<file path="src/include/psc_pkg.sv">
// Shared constants and state encodings of the power state coordinator
package psc_pkg;
    localparam int NCORE = 4;
    localparam int NTHR = 2;
    localparam int NBANK = 8;
    localparam int LVL_W = 3;

    // Idle levels, numeric so that the lowest request wins
    localparam logic [2:0] LVL_C0 = 3'h0;
    localparam logic [2:0] LVL_C1 = 3'h1;
    localparam logic [2:0] LVL_C3 = 3'h3;
    localparam logic [2:0] LVL_C6 = 3'h6;
    localparam logic [2:0] LVL_C7 = 3'h7;

    // Sleep requests; only the cold suspend-to-RAM exists
    localparam logic [1:0] SREQ_S0 = 2'h0;
    localparam logic [1:0] SREQ_S3 = 2'h1;
    localparam logic [1:0] SREQ_S4 = 2'h2;
    localparam logic [1:0] SREQ_S5 = 2'h3;

    // Memory requests
    localparam logic [1:0] MREQ_UP = 2'h0;
    localparam logic [1:0] MREQ_PD = 2'h1;
    localparam logic [1:0] MREQ_SR = 2'h2;

    // Link power states, same coding for both links
    localparam logic [1:0] LINK_L0 = 2'h0;
    localparam logic [1:0] LINK_L0S = 2'h1;
    localparam logic [1:0] LINK_L1 = 2'h2;
    localparam logic [1:0] LINK_L3 = 2'h3;

    typedef enum logic [5:0] {
        CS_ACTIVE = 6'h01,
        CS_HALT = 6'h02,
        CS_FLUSH = 6'h04,
        CS_GATED = 6'h08,
        CS_SAVE = 6'h10,
        CS_OFF = 6'h20
    } psc_core_st_t;

    typedef enum logic [3:0] {
        SS_S0 = 4'h1,
        SS_S3 = 4'h2,
        SS_S4 = 4'h4,
        SS_S5 = 4'h8
    } psc_sys_st_t;

    typedef enum logic [3:0] {
        MS_PWRUP = 4'h1,
        MS_PPD = 4'h2,
        MS_APD = 4'h4,
        MS_SR = 4'h8
    } psc_mem_st_t;

    typedef enum logic [2:0] {
        PK_RUN = 3'h1,
        PK_LLC_FLUSH = 3'h2,
        PK_LLC_OFF = 3'h4
    } psc_pkg_st_t;

    // Lower of two idle levels
    function automatic logic [2:0] psc_min(input logic [2:0] a, input logic [2:0] b);
        psc_min = (a < b) ? a : b;
    endfunction : psc_min

    // Deep levels lose core voltage
    function automatic logic psc_deep(input logic [2:0] l);
        psc_deep = (l >= LVL_C6);
    endfunction : psc_deep
endpackage : psc_pkg

</file>
<file path="src/rtl/psc_core.sv">
// Per-core idle state tracker with flush, gating, save and power-off sequencing
`timescale 1ns/1ps
module psc_core
    import psc_pkg::*;
(
    input wire logic i_clk,
    input wire logic i_rst,
    input wire logic [2:0] i_req,
    input wire logic i_flush_done,
    input wire logic i_save_done,
    output logic o_flush_req,
    output logic o_clk_gate,
    output logic o_save_req,
    output logic o_pwr_off,
    output logic [2:0] o_cstate
);
    typedef struct packed {
        psc_core_st_t st;
        logic [2:0] lvl;
    } psc_core_s_t;

    psc_core_s_t s;
    psc_core_s_t next_s;

    ////////////////////////////////////////////////////////////////////////
    always_comb begin
        next_s = s;
        case (s.st)
            CS_ACTIVE: begin
                next_s.lvl = i_req;
                if (psc_deep(i_req)) begin
                    next_s.st = CS_SAVE;
                end else if (i_req == LVL_C3) begin
                    next_s.st = CS_FLUSH;
                end else if (i_req == LVL_C1) begin
                    next_s.st = CS_HALT;
                end else begin
                    next_s.lvl = LVL_C0;
                end
            end
            // Any change of level except between C6 and C7 goes back through active first
            CS_HALT: begin
                if (i_req != LVL_C1) begin
                    next_s.st = CS_ACTIVE;
                    next_s.lvl = LVL_C0;
                end
            end
            CS_FLUSH, CS_GATED: begin
                if (i_req != LVL_C3) begin
                    next_s.st = CS_ACTIVE;
                    next_s.lvl = LVL_C0;
                end else if (s.st == CS_FLUSH && i_flush_done) begin
                    next_s.st = CS_GATED;
                end
            end
            CS_SAVE, CS_OFF: begin
                if (!psc_deep(i_req)) begin
                    next_s.st = CS_ACTIVE;
                    next_s.lvl = LVL_C0;
                end else begin
                    // C6 and C7 differ only at package level
                    next_s.lvl = i_req;
                    if (s.st == CS_SAVE && i_save_done) begin
                        next_s.st = CS_OFF;
                    end
                end
            end
            default: begin
                next_s.st = CS_ACTIVE;
                next_s.lvl = LVL_C0;
            end
        endcase
    end

    always_ff @(posedge i_clk or posedge i_rst) begin
        if (i_rst) begin
            s.st <= CS_ACTIVE;
            s.lvl <= LVL_C0;
        end else begin
            s <= next_s;
        end
    end

    assign o_flush_req = (s.st == CS_FLUSH);
    assign o_clk_gate = (s.st == CS_GATED);
    assign o_save_req = (s.st == CS_SAVE);
    assign o_pwr_off = (s.st == CS_OFF);
    assign o_cstate = s.lvl;
endmodule : psc_core

</file>
<file path="src/rtl/psc_top.sv">
// Power state coordinator: sleep, package, core, memory, link and graphics trackers
// Overview of operation
// - Offer working state and cold suspend-to-RAM; no hot suspend variant exists.
// - Enhanced halt drops to lowest operating point; plain halt keeps current point.
// - Third idle level flushes core caches to shared cache, then gates core clocks.
// - Sixth idle level saves core state first; voltage removed only after save.
// - Seventh level acts like sixth; all cores requesting it flush shared cache.
// - Shared cache empty in seventh level removes cache and agent power; core power is already off.
// - Build option removes seventh level; its requests become sixth level.
// - Memory powered-up state holds clock-enable high.
// - Precharge power-down only with all banks closed, clock-enable low, no refresh.
// - Active power-down when a bank is open, clock-enable low, no refresh.
// - Self-refresh drops clock-enable and commands device self-refresh.
// - Both links track active, light, deeper and off power states.
// - Working package idle keeps clocks on; sleep states leave only real-time clock.
// - Graphics displays in full power in working states; off state stops display.
// - In working state, core level is the lowest level requested by its threads.
// - Idle to different idle passes through active, except sixth to seventh level and back.
`timescale 1ns/1ps
module psc_top
    import psc_pkg::*;
#(
    parameter bit P_C7_EN = 1'b1
)(
    input wire logic i_clk,
    input wire logic i_rst,
    input wire logic [1:0] i_sleep_req,
    input wire logic [NCORE*NTHR*LVL_W-1:0] i_thr_req,
    input wire logic i_c1e_en,
    input wire logic [NCORE-1:0] i_flush_done,
    input wire logic [NCORE-1:0] i_save_done,
    input wire logic i_llc_empty,
    input wire logic [1:0] i_mem_req,
    input wire logic [NBANK-1:0] i_bank_open,
    input wire logic [1:0] i_pcie_req,
    input wire logic [1:0] i_dmi_req,
    input wire logic i_gfx_d3_req,
    output logic [1:0] o_sleep_state,
    output logic o_pkg_pwr_on,
    output logic o_sys_clk_on,
    output logic o_rtc_on,
    output logic [2:0] o_pkg_cstate,
    output logic o_low_vf,
    output logic [NCORE-1:0] o_core_flush_req,
    output logic [NCORE-1:0] o_core_clk_gate,
    output logic [NCORE-1:0] o_core_save_req,
    output logic [NCORE-1:0] o_core_pwr_off,
    output logic [NCORE*LVL_W-1:0] o_core_cstate,
    output logic o_llc_flush_req,
    output logic o_llc_pwr_off,
    output logic o_sa_pwr_off,
    output logic o_mem_cke,
    output logic o_mem_sr_cmd,
    output logic o_mem_active_pd,
    output logic [1:0] o_pcie_state,
    output logic [1:0] o_dmi_state,
    output logic o_gfx_d3,
    output logic o_gfx_display,
    output logic o_gfx_core_pwr
);
    typedef struct packed {
        psc_sys_st_t sys;
        psc_mem_st_t mem;
        psc_pkg_st_t pk;
        logic sr_cmd;
        logic low_vf;
        logic [2:0] pkg_lvl;
        logic [1:0] pcie;
        logic [1:0] dmi;
        logic gfx_d3;
    } psc_top_s_t;

    psc_top_s_t s;
    psc_top_s_t next_s;
    logic [2:0] core_req [NCORE];
    logic [2:0] core_lvl [NCORE];

    ////////////////////////////////////////////////////////////////////////
    // Thread resolution and per-core trackers
    always_comb begin
        logic [2:0] r;
        logic [2:0] t;
        r = LVL_C7;
        t = LVL_C0;
        for (int c = 0; c < NCORE; c++) begin
            r = LVL_C7;
            for (int h = 0; h < NTHR; h++) begin
                t = i_thr_req[(c*NTHR+h)*LVL_W +: LVL_W];
                if (!P_C7_EN && t == LVL_C7) begin
                    t = LVL_C6;
                end
                r = psc_min(r, t);
            end
            // Suspend and off states stop all cores from requesting idle
            core_req[c] = (s.sys == SS_S0) ? r : LVL_C0;
        end
    end

    for (genvar g = 0; g < NCORE; g++) begin : g_core
        psc_core u_core (
            .i_clk(i_clk),
            .i_rst(i_rst),
            .i_req(core_req[g]),
            .i_flush_done(i_flush_done[g]),
            .i_save_done(i_save_done[g]),
            .o_flush_req(o_core_flush_req[g]),
            .o_clk_gate(o_core_clk_gate[g]),
            .o_save_req(o_core_save_req[g]),
            .o_pwr_off(o_core_pwr_off[g]),
            .o_cstate(core_lvl[g])
        );
        assign o_core_cstate[g*LVL_W +: LVL_W] = core_lvl[g];
    end

    ////////////////////////////////////////////////////////////////////////
    // Package, memory, link and graphics trackers
    always_comb begin
        logic [2:0] pmin;
        logic all_c7;
        pmin = LVL_C7;
        all_c7 = 1'b1;
        for (int c = 0; c < NCORE; c++) begin
            pmin = psc_min(pmin, core_lvl[c]);
            all_c7 = all_c7 & o_core_pwr_off[c] & (core_lvl[c] == LVL_C7);
        end
        next_s = s;
        next_s.pkg_lvl = pmin;
        next_s.sr_cmd = 1'b0;
        // Enhanced halt only once every core sits at halt or deeper
        next_s.low_vf = i_c1e_en && (pmin >= LVL_C1) && (s.sys == SS_S0);

        case (i_sleep_req)
            SREQ_S3: next_s.sys = SS_S3;
            SREQ_S4: next_s.sys = SS_S4;
            SREQ_S5: next_s.sys = SS_S5;
            default: next_s.sys = SS_S0;
        endcase

        case (s.pk)
            PK_RUN: begin
                if (all_c7 && P_C7_EN) begin
                    next_s.pk = PK_LLC_FLUSH;
                end
            end
            PK_LLC_FLUSH: begin
                if (!all_c7) begin
                    next_s.pk = PK_RUN;
                end else if (i_llc_empty) begin
                    next_s.pk = PK_LLC_OFF;
                end
            end
            PK_LLC_OFF: begin
                if (!all_c7) begin
                    next_s.pk = PK_RUN;
                end
            end
            default: next_s.pk = PK_RUN;
        endcase

        // Suspend-to-RAM keeps context only if memory self-refreshes
        if (i_mem_req == MREQ_SR || s.sys == SS_S3) begin
            next_s.mem = MS_SR;
            next_s.sr_cmd = (s.mem != MS_SR);
        end else if (i_mem_req == MREQ_PD) begin
            // Open banks re-checked every cycle of power-down
            next_s.mem = (|i_bank_open) ? MS_APD : MS_PPD;
        end else begin
            next_s.mem = MS_PWRUP;
        end

        if (s.sys == SS_S0) begin
            next_s.pcie = i_pcie_req;
            next_s.dmi = i_dmi_req;
        end else begin
            next_s.pcie = LINK_L3;
            next_s.dmi = LINK_L3;
        end
        next_s.gfx_d3 = i_gfx_d3_req || (s.sys != SS_S0);
    end

    always_ff @(posedge i_clk or posedge i_rst) begin
        if (i_rst) begin
            s.sys <= SS_S0;
            s.mem <= MS_PWRUP;
            s.pk <= PK_RUN;
            s.sr_cmd <= 1'b0;
            s.low_vf <= 1'b0;
            s.pkg_lvl <= LVL_C0;
            s.pcie <= LINK_L0;
            s.dmi <= LINK_L0;
            s.gfx_d3 <= 1'b0;
        end else begin
            s <= next_s;
        end
    end

    ////////////////////////////////////////////////////////////////////////
    // Output decode from registered state; real-time clock enable tied high
    always_comb begin
        case (s.sys)
            SS_S3: o_sleep_state = SREQ_S3;
            SS_S4: o_sleep_state = SREQ_S4;
            SS_S5: o_sleep_state = SREQ_S5;
            default: o_sleep_state = SREQ_S0;
        endcase
    end

    assign o_pkg_pwr_on = (s.sys == SS_S0);
    assign o_sys_clk_on = (s.sys == SS_S0);
    assign o_rtc_on = 1'b1;
    assign o_pkg_cstate = s.pkg_lvl;
    assign o_low_vf = s.low_vf;
    assign o_llc_flush_req = (s.pk == PK_LLC_FLUSH);
    assign o_llc_pwr_off = (s.pk == PK_LLC_OFF);
    assign o_sa_pwr_off = (s.pk == PK_LLC_OFF);
    assign o_mem_cke = (s.mem == MS_PWRUP);
    assign o_mem_sr_cmd = s.sr_cmd;
    assign o_mem_active_pd = (s.mem == MS_APD);
    assign o_pcie_state = s.pcie;
    assign o_dmi_state = s.dmi;
    assign o_gfx_d3 = s.gfx_d3;
    assign o_gfx_display = !s.gfx_d3 && (s.sys == SS_S0);
    assign o_gfx_core_pwr = (s.sys == SS_S0);
endmodule : psc_top

</file>
<file path="config.mk">
export PLATFORM = sky130hd
export DESIGN_NAME = psc_top
export DESIGN_NICKNAME = d
export VERILOG_FILES = /design/src/include/psc_pkg.sv /design/src/rtl/psc_core.sv /design/src/rtl/psc_top.sv
export SDC_FILE = /design/constraint.sdc
export NUM_CORES = 1
export LEC_CHECK = 0
export BUFFER_PORTS_ARGS = -buffer_cell sky130_fd_sc_hd__buf_2
export CAP_MARGIN = 0
export CORE_UTILIZATION = 50
export CTS_CLUSTER_DIAMETER = 60
export CTS_CLUSTER_SIZE = 12
export DETAILED_ROUTE_END_ITERATION = 12
export GPL_ROUTABILITY_DRIVEN = 0
export GPL_TIMING_DRIVEN = 0
export MAX_ROUTING_LAYER = met4
export PLACE_DENSITY_LB_ADDON = 0.3
export SLEW_MARGIN = 5
export SYNTH_ARGS = -nofsm -noshare
export SYNTH_HDL_FRONTEND = slang
export SYNTH_HIERARCHICAL = 1
export SYNTH_SLANG_ARGS = --single-unit
</file>
<file path="constraint.sdc">
create_clock -name i_clk -period 6 [get_ports i_clk]
set_clock_uncertainty 0.2 [all_clocks]
set_input_delay 0.6 -clock i_clk [delete_from_list [all_inputs] [get_ports i_clk]]
set_output_delay 0.6 -clock i_clk [all_outputs]
set_load 0.03 [all_outputs]
</file>
# ---- Word level (Yosys, flattened, before mapping)
# Cells that the tools add are included.
# W data, S select, Z words.
dict set report totals {
  output_inout_bits 50
  mem_count 0
  mem_bits_ro 0
  ram_bits 0
  ff_bits 57
  latchBits 0
  in_bits 53
}
dict set report classes {
  reduce_logical 32
  muxes 80
  n_mul 0
  shifts 0
  addsub 0
  order_cmp 17
  n_eq_ne 83
  div_mod_pow 0
  bitwise 7
}
# op count
set op_table {}
lappend op_table {{$mux W6} 24}
lappend op_table {{$pmux W9 S4} 4}
lappend op_table {{$mux W3} 38}
lappend op_table {{$mux W9} 8}
lappend op_table {{$eq A6 B1 Y1 const B} 4}
lappend op_table {{$eq A6 B2 Y1 const B} 4}
lappend op_table {{$eq A6 B3 Y1 const B} 4}
lappend op_table {{$eq A6 B4 Y1 const B} 4}
lappend op_table {{$eq A6 B5 Y1 const B} 4}
lappend op_table {{$eq A6 B6 Y1 const B} 4}
lappend op_table {{$ne A3 B1 Y1 const B} 8}
lappend op_table {{$lt A3 B3 Y1} 7}
lappend op_table {{$ne A4 B1 Y1 const B} 5}
lappend op_table {{$ne A2 B1 Y1 const B} 8}
lappend op_table {{$reduce_and A4 Y1} 4}
lappend op_table {{$reduce_or A2 Y1} 8}
lappend op_table {{$eq A3 B1 Y1 const B} 5}
lappend op_table {{$eq A3 B2 Y1 const B} 5}
lappend op_table {{$eq A3 B3 Y1 const B} 5}
lappend op_table {{$lt A3 B3 Y1 const A} 5}
lappend op_table {{$ne A3 B3 Y1 const B} 5}
lappend op_table {{$ge A3 B3 Y1 const B} 4}
lappend op_table {{$ne A3 B2 Y1 const B} 4}
lappend op_table {{$pmux W4 S3} 1}
lappend op_table {{other kinds (20)} 47}

# ---- Longest topological paths before layout
dict set report logic_depth {
  word_depth 11
  ltp_mapped 18
}

# ---- Hierarchy
# The synthesis kept the hierarchy.
# mod cells_each seq_area_each_um2 area_per_inst_um2 n_inst
set modules_own_cells {}
lappend modules_own_cells {psc_core 63 226.5 603.1 4}
lappend modules_own_cells {psc_top 195 529.3 1674.1 1}

# ---- Worst setup path before layout
# No wires, ideal clock.
dict set report synth_path {
  path_type {reg2reg}
  start {register g_core[0].u_core.s, in the netlist g_core[0].u_core/o_cstate[2]}
  end {register s, in the netlist o_pkg_cstate[1]}
  t_required_ns 5.675
  t_arrival_ns 3.471
  slack_ns 2.204
  stages_incl_launch_ff 14
  setup_ns 0.125
  cell_sequence {dfrtp_1 -> buf_4 -> ha_1 -> a21oi_1 -> mux2_4 -> ha_1 -> a21oi_4 -> mux2_4 -> ha_1 -> a21o_1 -> a21oi_1 -> a31o_1 -> a41oi_1 -> mux2_2}
}
# item line
set synth_lines {}
lappend synth_lines {{start: declaration} psc_core.sv:22} ;# psc_core_s_t s;
lappend synth_lines {{start signal: assignment} psc_core.sv:80} ;# s <= next_s;
lappend synth_lines {{end signal: assignment} psc_top.sv:193} ;# s <= next_s;
lappend synth_lines {{end: declaration} psc_top.sv:73} ;# psc_top_s_t s;

==> metrics.md <==
| Metric | Value |
|---|---|
| Most used cell, CP | ha_1 |
| Synth Instances | between 400 and 500 |
| Crit. End Element | register |
| Cell area after synthesis | approximately 4000 um2 |
| WL met2 | 4.27 mm |
| Largest net degree at the start of global routing | 22 |
| Actual slew at the worst max-slew pin | about 750 ps |
| Hold WC Path Type | in2async |
| Vias in the first global route | between 3,000 and 4,000 |
| Commonest non-fill, non-tap cell in the layout | buf_2 |
| Main flop type after synthesis | dfrtp_1 |
| Slowest library cell on the worst path | dfrtp_1 |
| Die Span Y | 92.4 um |
| Clock Tree Buf Depth | 2 |
| I/O Pins | just over 100 |
| DRC | 0 |
| H-tree depth | 3 |
| Area grow syn2layout | 20.3% |
| Starting Density | 0.523 |
| Die Width | 92.4 um |
| CP max stage delay | ~380 ps |
| DR WL/cell | 13.4 um |
| Fmax | approximately 0.25 GHz |
| WL met1 | between 3 and 4 mm |
| Crit-path cells | buf_4, ha_1, a21oi_1, mux2_4, ha_1, a21oi_4, mux2_4, ha_1, a21o_1, a21oi_1, a31o_1, a41oi_1, mux2_2 |
| Syn avg cell area | 9.14 um2 |
| Power density over the cells | about 260 nW/um2 |
| Final setup violation count | 0 |
| Status | complete, no violations |
| Fill count | 674 |
| Post-CTS Setup Inserts | 0 |
| Fin Hold WS | ~79 ps |
| CTS tree | yes |
| Design Power | 1.26 mW |
| Row count | 32 |
| Area contributors post-synth | dfrtp_1 (31%), dfstp_2 (4.5%), ha_1 (4.3%), buf_4 (4.2%), a21oi_1 (3.9%) |
| CP required | 6020 ps |
| Worst slew margin relative to its limit | 0.498 |
| Commonest cells after routing, fill and taps aside | buf_2 (101), dfrtp_1 (50), inv_1 (36) |
| Final Cycle Share | 0.665 |
| HPWL reported at the end of detailed placement | just over 7 mm |
| Overall routing resource usage | 0.231 |
| Yosys cell types | 53 |
| Antenna viol nets, final | 0 |
| First-pass GRT wire length | 15.4 mm |
| Ant diodes | 0 |
| Resized cells post-CTS | 0 |
| WL met3 | roughly 600 um |
| Fin. Hold Viols | 0 |
| Share of layout cells above drive strength 1 | 0.328 |
| Post-synth EDFFs | 0 |
| CP max FO | 5 |
| GRT overflow | 0 |
| Final slew viol count | 0 |
| Antenna violations before repair | 0 |
| Final WL | just under 9 mm |
| Seq/Total Area, Yosys | 0.351 |
| Port Buffers | slightly above 100 |
| Unrepaired setup endpoints after global routing | no |
| Highest metal used | met4 |
| Fin nets | around 630 |
| Worst-Skew Late Latency | 330 ps |
| Pleak | between 2 and 3 nW |
| Seq cells post-synth | 57 |
| Via count | ~3,600 |
| Top-area cell type share of the netlist area | 0.306 |
| Total clock buffers created by CTS | 9 |
| WS Path Type | reg2reg |
| CTS Sinks | 57 |
| Startpoint Class | register |
| Register Area | roughly 1400 um2 |
| Clock transition at the registers of the reported paths | 60 ps |
| Yosys warns | 6 |
| Multi-input combinational cell area | between 2000 and 2500 um2 |
| Clk root buf | clkbuf_8 |
| Crit path time final | 3990 ps |
| Crit path DAT | 4010 ps |
| Vias per inst | about 5.5 |
| DRT Pass-1 Iters | 4 |
| Total of max-cap violations | 0 |
| Worst vdd ir | ~0.17 mV |
| Syn Nets | ~510 |
| Hold buffer count at CTS | 0 |
| CORE AREA | 7810 um2 |
| Setup TNS | 0 ps |
| Area leader, netlist | dfrtp_1 |
| Ys async rst share | 1.00 |
| Die Area | 8540 um2 |
| Initial drt markers | 76 |
flip-flops by register name, indices dropped and copies added, names as in the netlist:
register / cells
o_mem_sr_cmd: 1
s: 11
o_dmi_state: 2
o_low_vf: 1
g_core.u_core/o_cstate: 12
g_core.u_core/s: 24
o_pkg_cstate: 3
o_gfx_d3: 1
o_pcie_state: 2
metrics by stage:
stage,setup WS (ps),cells,utilization,instance area (um2)
2_1_floorplan,2200,447,-,4090
3_3_place_gp,2090,650,0.604,4720
3_5_place_dp,2020,650,0.604,4720
4_1_cts,2010,666,0.630,4920
5_1_grt,1850,666,0.630,4920
6_report,2010,666,0.630,4920
synthesized netlist by cell type (5+ instances only):
library cell  count
a32o_1            8
o21ai_0          11
ha_1             14
xor2_1            8
nand4_1           8
a21o_1           10
nor3_1            6
nor2b_1           6
and3_1           12
dfstp_2           7
dfrtp_1          50
nand3_1           5
buf_4            23
nand2b_1         18
and3b_1          13
inv_1            36
a21oi_1          32
a31oi_1           6
mux2_4            7
and2_1            7
nor2_1           34
nor4_1           15
nor3b_1          10
xnor2_1           7
nand2_1          29
layer usage:
layer  vias up  GRT usage
met2        93      0.373
li1       1812          -
met5         -          -
met1      1712      0.277
met3        16     0.0780
met4         0     0.0573
critical path: cells and delay by family (launching register included):
kind,cells,cell delay (ps)
compound gates,6,1150
mux,3,1040
fa+ha+maj,3,950
flops,1,380
buf+inv,1,150
layout make-up:
class,instances,share of cell area
tap,102,0.0260
sequential,57,0.292
buffer,29,0.0458
timing repair buffer,101,0.103
clock buffer,11,0.0288
inverter,37,0.0283
multi-input combinational,324,0.465
clock inverter,5,0.0112
report_power, final:
part / switching, mW / internal [mW]
logic: 0.248 / 0.192
clock network: 0.149 / 0.201
registers: 0.0435 / 0.427
path summary, 6_finish.rpt:
kind | start | endpoint | slack (ps) | cells past startpoint
worst max-delay path | g_core[0].u_core/o_cstate[2]$_DFFE_PP0P_ | o_pkg_cstate[1]$_DFF_PP0_ | 2010 | 13
worst min register to register | g_core[3].u_core/o_cstate[2]$_DFFE_PP0P_ | g_core[3].u_core/o_cstate[2]$_DFFE_PP0P_ | 280 | 1
worst min-delay path | i_rst | g_core[3].u_core/o_cstate[1]$_DFFE_PP0P_ | 80 | 2
max in group asynchronous | i_rst | o_pcie_state[1]$_DFF_PP0_ | 4870 | 2
worst max register to register | g_core[0].u_core/o_cstate[2]$_DFFE_PP0P_ | o_pkg_cstate[1]$_DFF_PP0_ | 2010 | 13
min in group i_clk | i_sleep_req[0] | s[17]$_DFF_PP1_ | 210 | 2
cell families after synthesis:
family,after synthesis,share of synthesized area
adders and majority gates,14,0.0429
muxes,14,0.0438
xor gates and xnor gates,15,0.0322
DFF,57,0.351
and+or+nand+nor,177,0.257
buffers and inverters,66,0.0891
other,1,0.000918
AOI/OAI and AO/OA,103,0.183
Note: power is estimated with default switching activity, not from simulation.
